==> config.mk <==
export PLATFORM = sky130hd
export DESIGN_NAME = tdm_switch_config_and_connection_map
export DESIGN_NICKNAME = d
export VERILOG_FILES = /design/src/rtl/tsi_pkg.sv /design/src/rtl/conn_high_mem.sv /design/src/rtl/tdm_switch_config_and_connection_map.sv
export SDC_FILE = /design/constraint.sdc
export NUM_CORES = 2
export LEC_CHECK = 0
export ABC_AREA = 1
export BUFFER_PORTS_ARGS = -buffer_cell sky130_fd_sc_hd__buf_2
export CAP_MARGIN = 20
export CORE_AREA = 3 3 677 679
export DETAILED_ROUTE_END_ITERATION = 6
export DIE_AREA = 0 0 680 682
export GPL_ROUTABILITY_DRIVEN = 0
export GPL_TIMING_DRIVEN = 0
export HOLD_SLACK_MARGIN = 0.08
export PLACE_DENSITY_LB_ADDON = 0.05
export RECOVER_POWER = 50
export SLEW_MARGIN = 10
export SYNTH_ARGS = -nofsm -noshare
export SYNTH_HDL_FRONTEND = slang
export SYNTH_SLANG_ARGS = --single-unit
==> constraint.sdc <==
create_clock -name core_clk_in -period 1.9 [get_ports core_clk_in]
set_clock_uncertainty 0.05 [all_clocks]
set_input_delay 0.19 -clock core_clk_in [delete_from_list [all_inputs] [get_ports core_clk_in]]
set_output_delay 0.19 -clock core_clk_in [all_outputs]
set_load 0.05 [all_outputs]
==> src/rtl/tsi_pkg.sv <==
/*
  Constants and carrier types for the switch configuration and connection map.
  Assumes a single 100 MHz core clock and an 8-bit parallel register port.
*/
package tsi_pkg;

  // ----------------------------------------------------------------------
  // Register selects on the parallel port
  // ----------------------------------------------------------------------
  localparam logic [1:0] SEL_MODE = 2'h1;
  localparam logic [1:0] SEL_PAIR = 2'h2;

  // ----------------------------------------------------------------------
  // Rate codes
  // ----------------------------------------------------------------------
  localparam logic [1:0] RATE_2M = 2'h0;
  localparam logic [1:0] RATE_4M = 2'h1;
  localparam logic [1:0] RATE_8M = 2'h2;
  localparam logic [1:0] RATE_RSV = 2'h3;

  localparam logic [1:0] CFG_8X8 = 2'h0;
  localparam logic [1:0] CFG_16X8 = 2'h1;
  localparam logic [1:0] CFG_PAIR = 2'h2;
  localparam logic [1:0] CFG_NIBBLE = 2'h3;

  localparam logic [7:0] MODE_RESET = 8'h00;
  localparam logic [7:0] PAIR_RESET = 8'h00;
  localparam logic [7:0] HIGH_RESET = 8'h00;
  localparam logic [3:0] PAIR_BASE = 4'h2;

  // ----------------------------------------------------------------------
  // Decoded switch configuration
  // ----------------------------------------------------------------------
  typedef enum logic [10:0] {
    SW_8X8_NB = 11'h001,
    SW_16X8_B = 11'h002,
    SW_PAIR_NB = 11'h004,
    SW_NIB_8X4 = 11'h008,
    SW_8X4_B = 11'h010,
    SW_4X4_NB = 11'h020,
    SW_2X2_NB = 11'h040,
    SW_CONV = 11'h080,
    SW_RSV = 11'h100
  } switch_cfg_t;

  typedef struct packed {
    logic rate_mode_bit;
    logic [1:0] input_rate_field;
    logic [1:0] output_rate_field;
    logic [1:0] switch_config_field;
    logic clock_ratio_bit;
  } mode_reg_t;

  typedef struct packed {
    logic unused_bit;
    logic delay_mode_bit;
    logic source_stream_upper_bit;
    logic [1:0] source_channel_upper_bits;
    logic message_channel_bit;
    logic control_out_bit;
    logic drive_enable_bit;
  } conn_high_t;

  typedef struct packed {
    logic [2:0] source_stream_lower_bits;
    logic [4:0] source_channel_lower_bits;
  } conn_low_t;

  typedef struct packed {
    logic [3:0] stream;
    logic [6:0] channel;
  } source_sel_t;

endpackage

==> src/rtl/conn_high_mem.sv <==
/*
  Connection word store: one high and one low word per output channel,
  with registered read data.
  Assumes the writer and the single reader share the core clock.
*/
module conn_high_mem #(
  parameter int DEPTH = 256,
  parameter int AW = 8
) (
  input wire logic core_clk_in,
  input wire logic wr_en_in,
  input wire logic [AW-1:0] wr_addr_in,
  input wire logic [15:0] wr_data_in,
  input wire logic [AW-1:0] rd_addr_in,
  output logic [15:0] rd_data_out
);

  logic [15:0] mem [DEPTH];

  always_ff @(posedge core_clk_in)
  begin
    if (wr_en_in)
    begin
      mem[wr_addr_in] <= wr_data_in;
    end
  end

  // Power-up contents are unknown; the global enable must keep the serial stream output off.
  always_ff @(posedge core_clk_in)
  begin
    rd_data_out <= mem[rd_addr_in];
  end

endmodule

==> src/rtl/tdm_switch_config_and_connection_map.sv <==
/*
  Mode, stream pair and per-channel connection decode of a time-slot switch.
  Assumes a host on an 8-bit port with a one-cycle write strobe and that the
  serial timing logic supplies the output channel index each cycle.
*/
module tdm_switch_config_and_connection_map #(
  parameter int CHANNELS = 256,
  parameter int CW = 8
) (
  input wire logic core_clk_in,
  input wire logic rst_in,
  input wire logic reg_wr_in,
  input wire logic [1:0] reg_sel_in,
  input wire logic [7:0] reg_wdata_in,
  output logic [7:0] mode_rdata_out,
  output logic [7:0] pair_rdata_out,
  input wire logic conn_wr_in,
  input wire logic [CW-1:0] conn_addr_in,
  input wire logic [15:0] conn_wdata_in,
  input wire logic [3:0] section_select_bits_in,
  input wire logic [7:0] host_addr_in,
  input wire logic [CW-1:0] out_chan_in,
  input wire logic [7:0] switched_data_in,
  input wire logic global_drive_enable_in,
  output logic [1:0] in_rate_out,
  output logic [1:0] out_rate_out,
  output logic clk_is_bit_rate_out,
  output tsi_pkg::switch_cfg_t cfg_out,
  output tsi_pkg::source_sel_t source_out,
  output logic constant_delay_out,
  output logic [7:0] serial_output_stream_out,
  output logic serial_output_stream_oe_out,
  output logic serial_control_output_out,
  output logic serial_control_output_oe_out,
  output logic pair_active_out,
  output logic [3:0] pair_a_stream_out,
  output logic [3:0] pair_b_stream_out,
  output logic [3:0] dm_section_out,
  output logic [3:0] cm_section_out,
  output logic [6:0] dm_pos_out,
  output logic [6:0] cm_pos_out
);

  // ----------------------------------------------------------------------
  // Registers
  // ----------------------------------------------------------------------
  tsi_pkg::mode_reg_t mode;
  logic [7:0] pair_reg;
  logic [15:0] word;
  tsi_pkg::conn_high_t hi;
  tsi_pkg::conn_low_t lo;

  always_ff @(posedge core_clk_in or posedge rst_in)
  begin
    if (rst_in)
    begin
      mode <= tsi_pkg::MODE_RESET;
    end
    else if (reg_wr_in && reg_sel_in == tsi_pkg::SEL_MODE)
    begin
      mode <= reg_wdata_in;
    end
  end

  always_ff @(posedge core_clk_in or posedge rst_in)
  begin
    if (rst_in)
    begin
      pair_reg <= tsi_pkg::PAIR_RESET;
    end
    else if (reg_wr_in && reg_sel_in == tsi_pkg::SEL_PAIR)
    begin
      pair_reg <= reg_wdata_in;
    end
  end

  assign mode_rdata_out = mode;
  assign pair_rdata_out = pair_reg;

  conn_high_mem #(
    .DEPTH(CHANNELS),
    .AW(CW)
  ) u_mem (
    .core_clk_in(core_clk_in),
    .wr_en_in(conn_wr_in),
    .wr_addr_in(conn_addr_in),
    .wr_data_in(conn_wdata_in),
    .rd_addr_in(out_chan_in),
    .rd_data_out(word)
  );

  assign hi = word[15:8];
  assign lo = word[7:0];

  // ----------------------------------------------------------------------
  // Mode decode
  // ----------------------------------------------------------------------
  function automatic logic [2:0] cbits(input logic [1:0] rate);
    // Channel address width for a rate; reserved treated as narrowest.
    unique case (rate)
      tsi_pkg::RATE_4M: cbits = 3'h6;
      tsi_pkg::RATE_8M: cbits = 3'h7;
      default: cbits = 3'h5;
    endcase
  endfunction

  tsi_pkg::switch_cfg_t next_cfg;
  logic [1:0] ir;
  logic [1:0] orate;
  logic conv;

  assign ir = mode.input_rate_field;
  assign conv = mode.rate_mode_bit;
  assign orate = conv ? mode.output_rate_field : mode.input_rate_field;

  always_comb
  begin
    next_cfg = tsi_pkg::SW_RSV;
    if (conv)
    begin
      next_cfg = tsi_pkg::SW_CONV;
    end
    else
    begin
      unique case (ir)
        tsi_pkg::RATE_2M:
        begin
          unique case (mode.switch_config_field)
            tsi_pkg::CFG_8X8: next_cfg = tsi_pkg::SW_8X8_NB;
            tsi_pkg::CFG_16X8: next_cfg = tsi_pkg::SW_16X8_B;
            tsi_pkg::CFG_PAIR: next_cfg = tsi_pkg::SW_PAIR_NB;
            tsi_pkg::CFG_NIBBLE: next_cfg = tsi_pkg::SW_NIB_8X4;
          endcase
        end
        tsi_pkg::RATE_4M:
        begin
          unique case (mode.switch_config_field)
            tsi_pkg::CFG_8X8: next_cfg = tsi_pkg::SW_8X4_B;
            tsi_pkg::CFG_16X8: next_cfg = tsi_pkg::SW_4X4_NB;
            tsi_pkg::CFG_PAIR: next_cfg = tsi_pkg::SW_RSV;
            tsi_pkg::CFG_NIBBLE: next_cfg = tsi_pkg::SW_RSV;
          endcase
        end
        tsi_pkg::RATE_8M: next_cfg = tsi_pkg::SW_2X2_NB;
        tsi_pkg::RATE_RSV: next_cfg = tsi_pkg::SW_RSV;
      endcase
    end
  end

  always_ff @(posedge core_clk_in or posedge rst_in)
  begin
    if (rst_in)
    begin
      cfg_out <= tsi_pkg::SW_8X8_NB;
      in_rate_out <= tsi_pkg::RATE_2M;
      out_rate_out <= tsi_pkg::RATE_2M;
      clk_is_bit_rate_out <= 1'b0;
    end
    else
    begin
      cfg_out <= next_cfg;
      in_rate_out <= ir;
      out_rate_out <= orate;
      clk_is_bit_rate_out <= ~conv & mode.clock_ratio_bit;
    end
  end

  // ----------------------------------------------------------------------
  // Stream pair selection
  // ----------------------------------------------------------------------
  logic pair_on;
  assign pair_on = next_cfg == tsi_pkg::SW_PAIR_NB;

  always_ff @(posedge core_clk_in or posedge rst_in)
  begin
    if (rst_in)
    begin
      pair_active_out <= 1'b0;
      pair_a_stream_out <= 4'h0;
      pair_b_stream_out <= 4'h0;
    end
    else
    begin
      pair_active_out <= pair_on;
      pair_a_stream_out <= pair_on ? tsi_pkg::PAIR_BASE
                           + {1'b0, pair_reg[5:3]} : 4'h0;
      pair_b_stream_out <= pair_on ? tsi_pkg::PAIR_BASE
                           + {1'b0, pair_reg[2:0]} : 4'h0;
    end
  end

  // ----------------------------------------------------------------------
  // Source selection from the connection words
  // ----------------------------------------------------------------------
  logic [3:0] full_stream;
  logic [6:0] full_chan;
  logic [3:0] smask;
  logic [2:0] nch;

  assign full_stream = {hi.source_stream_upper_bit,
                        lo.source_stream_lower_bits};
  assign full_chan = {hi.source_channel_upper_bits,
                      lo.source_channel_lower_bits};

  always_comb
  begin
    smask = 4'h7;
    nch = cbits(ir);
    unique case (cfg_out)
      tsi_pkg::SW_16X8_B: smask = 4'hF;
      tsi_pkg::SW_4X4_NB: smask = 4'h6;
      tsi_pkg::SW_2X2_NB: smask = 4'h4;
      tsi_pkg::SW_NIB_8X4: nch = 3'h6;
      tsi_pkg::SW_CONV:
      begin
        smask = (in_rate_out == tsi_pkg::RATE_4M) ? 4'h6 :
                (in_rate_out == tsi_pkg::RATE_8M) ? 4'h4 : 4'h7;
      end
      default: smask = 4'h7;
    endcase
  end

  always_comb
  begin
    source_out.stream = full_stream & smask;
    source_out.channel = full_chan & 7'((8'h01 << nch) - 8'h01);
  end

  assign constant_delay_out = hi.delay_mode_bit;

  // ----------------------------------------------------------------------
  // Serial outputs
  // ----------------------------------------------------------------------
  always_ff @(posedge core_clk_in or posedge rst_in)
  begin
    if (rst_in)
    begin
      serial_output_stream_out <= 8'h00;
      serial_output_stream_oe_out <= 1'b0;
      serial_control_output_out <= 1'b0;
      serial_control_output_oe_out <= 1'b0;
    end
    else
    begin
      serial_output_stream_out <= hi.message_channel_bit ? lo
                                  : switched_data_in;
      serial_output_stream_oe_out <= global_drive_enable_in
                                     & hi.drive_enable_bit;
      serial_control_output_out <= hi.control_out_bit;
      serial_control_output_oe_out <= ir == tsi_pkg::RATE_2M
                                      && orate == tsi_pkg::RATE_2M;
    end
  end

  // ----------------------------------------------------------------------
  // Host memory section and position decode
  // ----------------------------------------------------------------------
  logic [2:0] dm_width;
  logic [2:0] cm_width;

  function automatic logic [3:0] sec_mask(input logic [1:0] rate);
    // Faster streams have larger subsections, so fewer section bits.
    unique case (rate)
      tsi_pkg::RATE_4M: sec_mask = 4'h3;
      tsi_pkg::RATE_8M: sec_mask = 4'h1;
      default: sec_mask = 4'h7;
    endcase
  endfunction

  always_comb
  begin
    dm_section_out = section_select_bits_in & sec_mask(in_rate_out);
    cm_section_out = section_select_bits_in & sec_mask(out_rate_out);
    dm_width = cbits(in_rate_out);
    cm_width = cbits(out_rate_out);
    unique case (cfg_out)
      tsi_pkg::SW_16X8_B: dm_section_out = section_select_bits_in;
      tsi_pkg::SW_8X4_B: dm_section_out = section_select_bits_in & 4'h7;
      tsi_pkg::SW_NIB_8X4:
      begin
        cm_section_out = section_select_bits_in & 4'h3;
        dm_width = 3'h6;
        cm_width = 3'h6;
      end
      default: dm_width = cbits(in_rate_out);
    endcase
    dm_pos_out = {host_addr_in[7:6], host_addr_in[4:0]}
                 & 7'((8'h01 << dm_width) - 8'h01);
    cm_pos_out = {host_addr_in[7:6], host_addr_in[4:0]}
                 & 7'((8'h01 << cm_width) - 8'h01);
  end
endmodule

======== Word level (Yosys, flattened, before mapping) ========
Memories as Yosys holds them, arrays and structs flattened. A register that Yosys moved wholly into a read port is not among the register bits.
Cells that the tools add are included.
word-level totals
  register bits ........................... 52
  bits in writable memories ............... 4096
  memories kept ........................... 1
memory list
  name       depth  width  read ports  clocked after Yosys merged registers in  write ports  line                 RTL
  u_mem.mem  256    16     1           1                                        1            conn_high_mem.sv:18  logic [15:0] mem [DEPTH];
cells by class
  $add $sub $neg .......................... 5
  equality and inequality tests ........... 19
  shift operators ......................... 3
  multiplexer cells ....................... 23
  bitwise operators ....................... 9
  reduce and logical (&&, ||, !) cells .... 7
operator list
  operator                                                                count
  11-bit case mux with 4 select lines                                     2
  11-bit case mux with 3 select lines                                     1
  7-bit AND                                                               3
  1-bit by 3-bit << shifter with 7-bit output, first input constant       3
  7-bit by 1-bit subtractor with 7-bit output, second input constant      3
  4-bit case mux with 4 select lines                                      1
  2-bit equality test, second input constant                              7
  4-bit AND                                                               3
  4-bit 2-to-1 mux                                                        3
  2-bit case mux with 2 select lines                                      3
  3-bit case mux with 2 select lines                                      2
  11-bit by 2-bit equality test with 1-bit output, second input constant  1
  11-bit by 3-bit equality test with 1-bit output, second input constant  1
  11-bit by 4-bit equality test with 1-bit output, second input constant  1
  11-bit by 5-bit equality test with 1-bit output, second input constant  1
  11-bit by 6-bit equality test with 1-bit output, second input constant  1
  11-bit by 7-bit equality test with 1-bit output, second input constant  1
  11-bit by 8-bit equality test with 1-bit output, second input constant  1
  11-bit 2-to-1 mux                                                       1
  2-bit by 1-bit equality test with 1-bit output, second input constant   5
  3-bit 2-to-1 mux                                                        3
  2-bit by 3-bit adder with 4-bit output, first input constant            2
  8-bit 2-to-1 mux                                                        1
  4-bit case mux with 2 select lines                                      1
  other kinds (7)                                                         15

======== Logic depth before layout (Yosys ltp) ========
  depth after elaboration ................. 7
  gate-level depth with buffers ........... 15
  depth with buffers taken out ............ 11

======== Hierarchy ========
From an unflattened synthesis, not the netlist that was laid out.
second synthesis, totals
  cells, all modules ...................... 13885
  area, all modules ....................... 168107.5 µm²
modules (own cells, without submodules)
  module                                times used  cells each  area each (µm²)
  conn_high_mem                         1           13617       165706.4
  tdm_switch_config_and_connection_map  1           268         2401.1

======== Worst setup path after synthesis ========
Ideal clock, no wire load.
  path type ............................... register -> output
  from .................................... register cfg_out[7]
  to ...................................... output port cm_section_out[1]
  arrival time ............................ 2774 ps
  required time ........................... 1660 ps
  path slack .............................. -1114 ps
  stages on the path, launching flop included .. 6
  cells stage by stage .................... dfrtp_1 nor2_1 nand2_1 nor4_1 inv_1 a21boi_0
on the way
  word-level cells in the longest chain between the ends .. 2
RTL lines
  element                                          line                                         RTL
  from (decl)                                      tdm_switch_config_and_connection_map.sv:28   output tsi_pkg::switch_cfg_t cfg_out,
  from (signal assigned)                           tdm_switch_config_and_connection_map.sv:154  cfg_out <= tsi_pkg::SW_8X8_NB;
  from (signal assigned)                           tdm_switch_config_and_connection_map.sv:161  cfg_out <= next_cfg;
  11-bit by 4-bit equality test with 1-bit output  tdm_switch_config_and_connection_map.sv:276  unique case (cfg_out)
  4-bit 2-to-1 mux                                 tdm_switch_config_and_connection_map.sv:276
  to (decl)                                        tdm_switch_config_and_connection_map.sv:39   output logic [3:0] cm_section_out,
Every way passes these cells.

==> reports/results.tsv <==
stage	metric	value	unit
job	max_cap_viol_count	10	
die	core_area	452000	sq um
die	die_height	682	um
pwr	comb_power_share	9.3	%
placement	place_hpwl	517000	um
sta	max_slew_margin	-45.5	%
worst_hold_path	hold_start	conn_wr_in	
detailed_routing	post_drt_via_cell_ratio	5.60	
yosys	edff_count_synth	3840	
grt	grt_pass1_wl	969000	um
placement	placed_cells_incl_taps	19400	
clocking	clk_root_buffer_cell	sky130_fd_sc_hd__clkbuf_16	
yosys	postSynthAreaPerCell	12.1	sq um
critical_path	regToRegSetupSlack	-0.05	ns
outcome	violated_checks	DRC, capacitance limit, slew limit, setup timing	
worst_hold_path	timing.hold.worst_path_depth	3	
clocking	clockBufferDepth	4	
yosys	ys_seq_area_share	73.9	%
clocking	clk_pin_slew_worst_paths	0.06	ns
detailed_routing	vias	115000	
finish	final_core_utilization	42.9	%
yosys	async_flop_share	1.28	%
finish	layout.cells.non_filler	20500	
critical_path	critPathRequiredTime	1.66	ns
die	starting_density_of_the_core	34.9	%
critical_path	cp-start-kind	flip-flop	
critical_path	buffering_stage_count_on_the_worst_path_with_inverters_included	3	
grt	grt-ovfl-total	0	
detailed_routing	remaining_drc_errors	19	
pwr	cellPowerDensity	1010	nW/um^2
clocking	cts_sinks	3905	
sta	finalWorstPathRequiredPeriod	2.72	ns
clocking	tritoncts	done	
outcome	run_status	complete, but fails checks	
pwr	p_clk_share	42.1	%
placement	buffer_ports.inserted	135	
die	die_width	680	um
yosys	yosys_warnings	0	
finish	area_growth	22.6	%
yosys	largest_cells_by_area_after_synthesis	sky130_fd_sc_hd__edfxtp_1 73%, sky130_fd_sc_hd__nand3_1 12%, sky130_fd_sc_hd__nand2_1 9.5%, sky130_fd_sc_hd__buf_2 1.4%, sky130_fd_sc_hd__buf_4 0.82%	
sta	timing.setup.tns	-769.58	ns
finish	fraction_of_final_layout_cells_sized_beyond_drive_strength_1	18.4	%
sta	tightestPinTransition	2.18	ns
finish	final_nets	14200	
pwr	power.static_leakage	68.3	nW
critical_path	critPathCaptureType	output port	
yosys	share_of_the_synthesized_area_in_the_top_cell_type	72.9	%
critical_path	cpLargestDelayFamily	simple AND/OR/NAND/NOR gates	
detailed_routing	wl	736000	um
grt	grtUsageTotal	31.0	%
sta	timing.final.crit_share	143	%
critical_path	worst_reg2reg_path_startpoint	u_mem.mem[127][10]	
clocking	tritoncts.num_buffers	441	
pwr	switchingPower	0.0500	W
sta	timing.final.max_slew_violations	678	
critical_path	cp_slowest_stage_delay	0.39	ns
placement	place_ws	-2.78	ns
sta	setup-violations-final	3816	
sta	finalWorstSetupSlack	-0.824	ns
die	num_rows	247	
yosys	synth_seq_cells	3905	
yosys	syn_inst	13000	
detailed_routing	route.detailed.wl_per_inst	35.9	um
clocking	h_tree_levels	5	
worst_hold_path	min_to	u_mem.mem[17][2]	
critical_path	worst_r2r_path_depth	10	
worst_hold_path	hold_path_class	input pin to flip-flop	
yosys	synth_largest_area_cell	sky130_fd_sc_hd__edfxtp_1	
pwr	power_report.internal_total	0.146	W
critical_path	worst-setup-path-type	flip-flop to output port	
critical_path	worstPathCellList	inv_1 -> nand4_1 -> buf_4 -> nor4_4 -> or2_4 -> a21oi_4 -> buf_6	
grt	number_of_global_route_vias_before_repair	108000	
pwr	power_frac_seq	48.5	%
clocking	clock_insertion_delay_worst_skew	1.03	ns
pwr	design_power_total	0.196	W
critical_path	critical_path.slowest_cell	sky130_fd_sc_hd__dfrtp_1	
grt	initial_antenna_violation_count	72	
sta	rsz0062_at_grt	true	
critical_path	worstPathArrival	2.48	ns
detailed_routing	final_antenna_net_count	0	
yosys	synth-main-ff-cell	sky130_fd_sc_hd__edfxtp_1	
critical_path	r2r-end	u_mem.rd_data_out[10]	
grt	largest_net_degree_at_the_start_of_global_routing	128	
sta	hold_viol	0	
sta	achievable-frequency	367	MHz
pwr	vdd_ir_drop_max	0.749	mV
detailed_routing	iteration_0_drc_markers	14600	
die	top_level_ports	153	
yosys	synth_common_cells	3982 x sky130_fd_sc_hd__nand2_1, 3840 x sky130_fd_sc_hd__edfxtp_1, 3792 x sky130_fd_sc_hd__nand3_1	
die	die_area	464000	sq um
pwr	swShare	25.5	%
yosys	yosysUniqueCellTypes	31	
critical_path	cp_max_fo	3	
detailed_routing	dr.pass1.iters	7	
yosys	syn-cell-area	158000	sq um
yosys	synth.most_common_cell	sky130_fd_sc_hd__nand2_1	
metrics by stage:
stage	hold WS, ns	instance area (sq um)
after CTS	-0.00902	192000
after detailed placement	0.123	172000
after global routing	0.0257	194000
final	0.0690	194000
after global placement	0.276	166000
after floorplan	0.239	158000
worst max path at each step:
stage	from	end	slack, ns	cells after the start
2_1_floorplan	conn_wr_in	u_mem.mem[164][0]	-0.14	4
3_3_place_gp	conn_wdata_in[3]	u_mem.mem[159][3]	-4.05	1
3_5_place_dp	out_chan_in[3]	u_mem.rd_data_out[8]	-2.78	11
4_1_cts	cfg_out[7]	dm_pos_out[4]	-0.92	9
5_1_grt	cfg_out[5]	source_out[4]	-0.92	9
6_report	cfg_out[3]	source_out[7]	-0.82	7
sequential cells by signal, summed over array words and instances (netlist names):
| signal | flops |
|---|---|
| u_mem.mem | 3840 |
| u_mem.rd_data_out | 15 |
| cfg_out | 9 |
| pair_rdata_out | 8 |
| serial_output_stream_out | 8 |
| mode_rdata_out | 5 |
| pair_a_stream_out | 4 |
| pair_b_stream_out | 4 |
| in_rate_out | 2 |
| ir | 2 |
| out_rate_out | 2 |
| clk_is_bit_rate_out | 1 |
| conv | 1 |
| pair_active_out | 1 |
| serial_control_output_oe_out | 1 |
| serial_control_output_out | 1 |
| serial_output_stream_oe_out | 1 |
cell usage in the layout, fill, tap and decap left out, types with 12 or more instances in the layout:
cell type                         count
sky130_fd_sc_hd__bufinv_16           28
sky130_fd_sc_hd__nand2_2             28
sky130_fd_sc_hd__nor2_4             208
sky130_fd_sc_hd__buf_12             160
sky130_fd_sc_hd__buf_8              123
sky130_fd_sc_hd__clkbuf_1           160
sky130_fd_sc_hd__clkinvlp_4          13
sky130_fd_sc_hd__clkinv_2            72
sky130_fd_sc_hd__clkbuf_16          449
sky130_fd_sc_hd__dfrtp_2             12
sky130_fd_sc_hd__nand3_1           3396
sky130_fd_sc_hd__nand3_2            242
sky130_fd_sc_hd__o21ai_0             18
sky130_fd_sc_hd__nand2_4             16
sky130_fd_sc_hd__nand3_4            154
sky130_fd_sc_hd__inv_1               81
sky130_fd_sc_hd__diode_2             28
sky130_fd_sc_hd__dfrtp_1             37
sky130_fd_sc_hd__edfxtp_1          3840
sky130_fd_sc_hd__clkbuf_2            76
sky130_fd_sc_hd__ha_1                12
sky130_fd_sc_hd__dlygate4sd3_1       85
sky130_fd_sc_hd__buf_2              360
sky130_fd_sc_hd__nor2_1              65
sky130_fd_sc_hd__nand2_1           3938
sky130_fd_sc_hd__clkbuf_4            49
sky130_fd_sc_hd__nor2_2              33
sky130_fd_sc_hd__buf_6              183
sky130_fd_sc_hd__buf_4              350
sky130_fd_sc_hd__buf_16              38
sky130_fd_sc_hd__clkdlybuf4s15_2     14
sky130_fd_sc_hd__buf_1               25
sky130_fd_sc_hd__clkinv_1           128
worst register-to-register path: cells and delay by family, from the launching register on:
kind,cells,cell delay [ns]
flops,1,0.37
simple gates,10,1.32
final cells by class:
| cell class | count | area, sq um |
|---|---|---|
| fill | 42000 | 259000 |
| sequential | 3905 | 117000 |
| multi-input combinational | 8146 | 40700 |
| clock buffer | 544 | 11600 |
| timing repair buffer | 639 | 8480 |
| tap | 5976 | 7480 |
| buffer | 899 | 6320 |
| clock inverter | 256 | 1990 |
| inverter | 93 | 390 |
| antenna | 28 | 70.1 |
power by group through the flow:
stage / sequential [W] / clock (W) / combinational [W]
global route: 0.0952 / 0.0869 / 0.0189
detailed placement: 0.0970 / 0 / 0.0163
floorplan: 0.0974 / 0 / 0.00673
finish: 0.0952 / 0.0827 / 0.0183
global placement: 0.0974 / 0 / 0.0157
CTS: 0.0952 / 0.0835 / 0.0178
metal layers:
layer  part of all wire [%]  vias to the layer above  wire, um  track usage [%]
met4                    6.5                       18     48200             16.9
met5                  0.087                        -       639            0.823
met2                     46                     5832    340000             49.6
met1                     39                    58500    284000             39.1
li1                       -                    48800         -                -
met3                    8.6                     1474     63400             6.69
kinds of logic after synthesis:
family	synth area share, %
adder cells (fa/ha/maj)	0.0950
AO/OA/AOI/OAI	0.0966
flip-flops	73.9
AND/OR/NAND/NOR	22.2
buffers and inverters	3.59
multiplexers	0.0427
other	0.00237
repair_timing:
item / 4_1_cts / 5_1_grt
pin swaps: 127 / 129
setup buffers: 87 / 107
hold buffers: 81 / 10
resized for setup: 917 / 359
setup endpoints to repair: 1001 / 2138
endpoints found under the hold margin: 2916 / 220
Power figures use the tool's default switching activity.
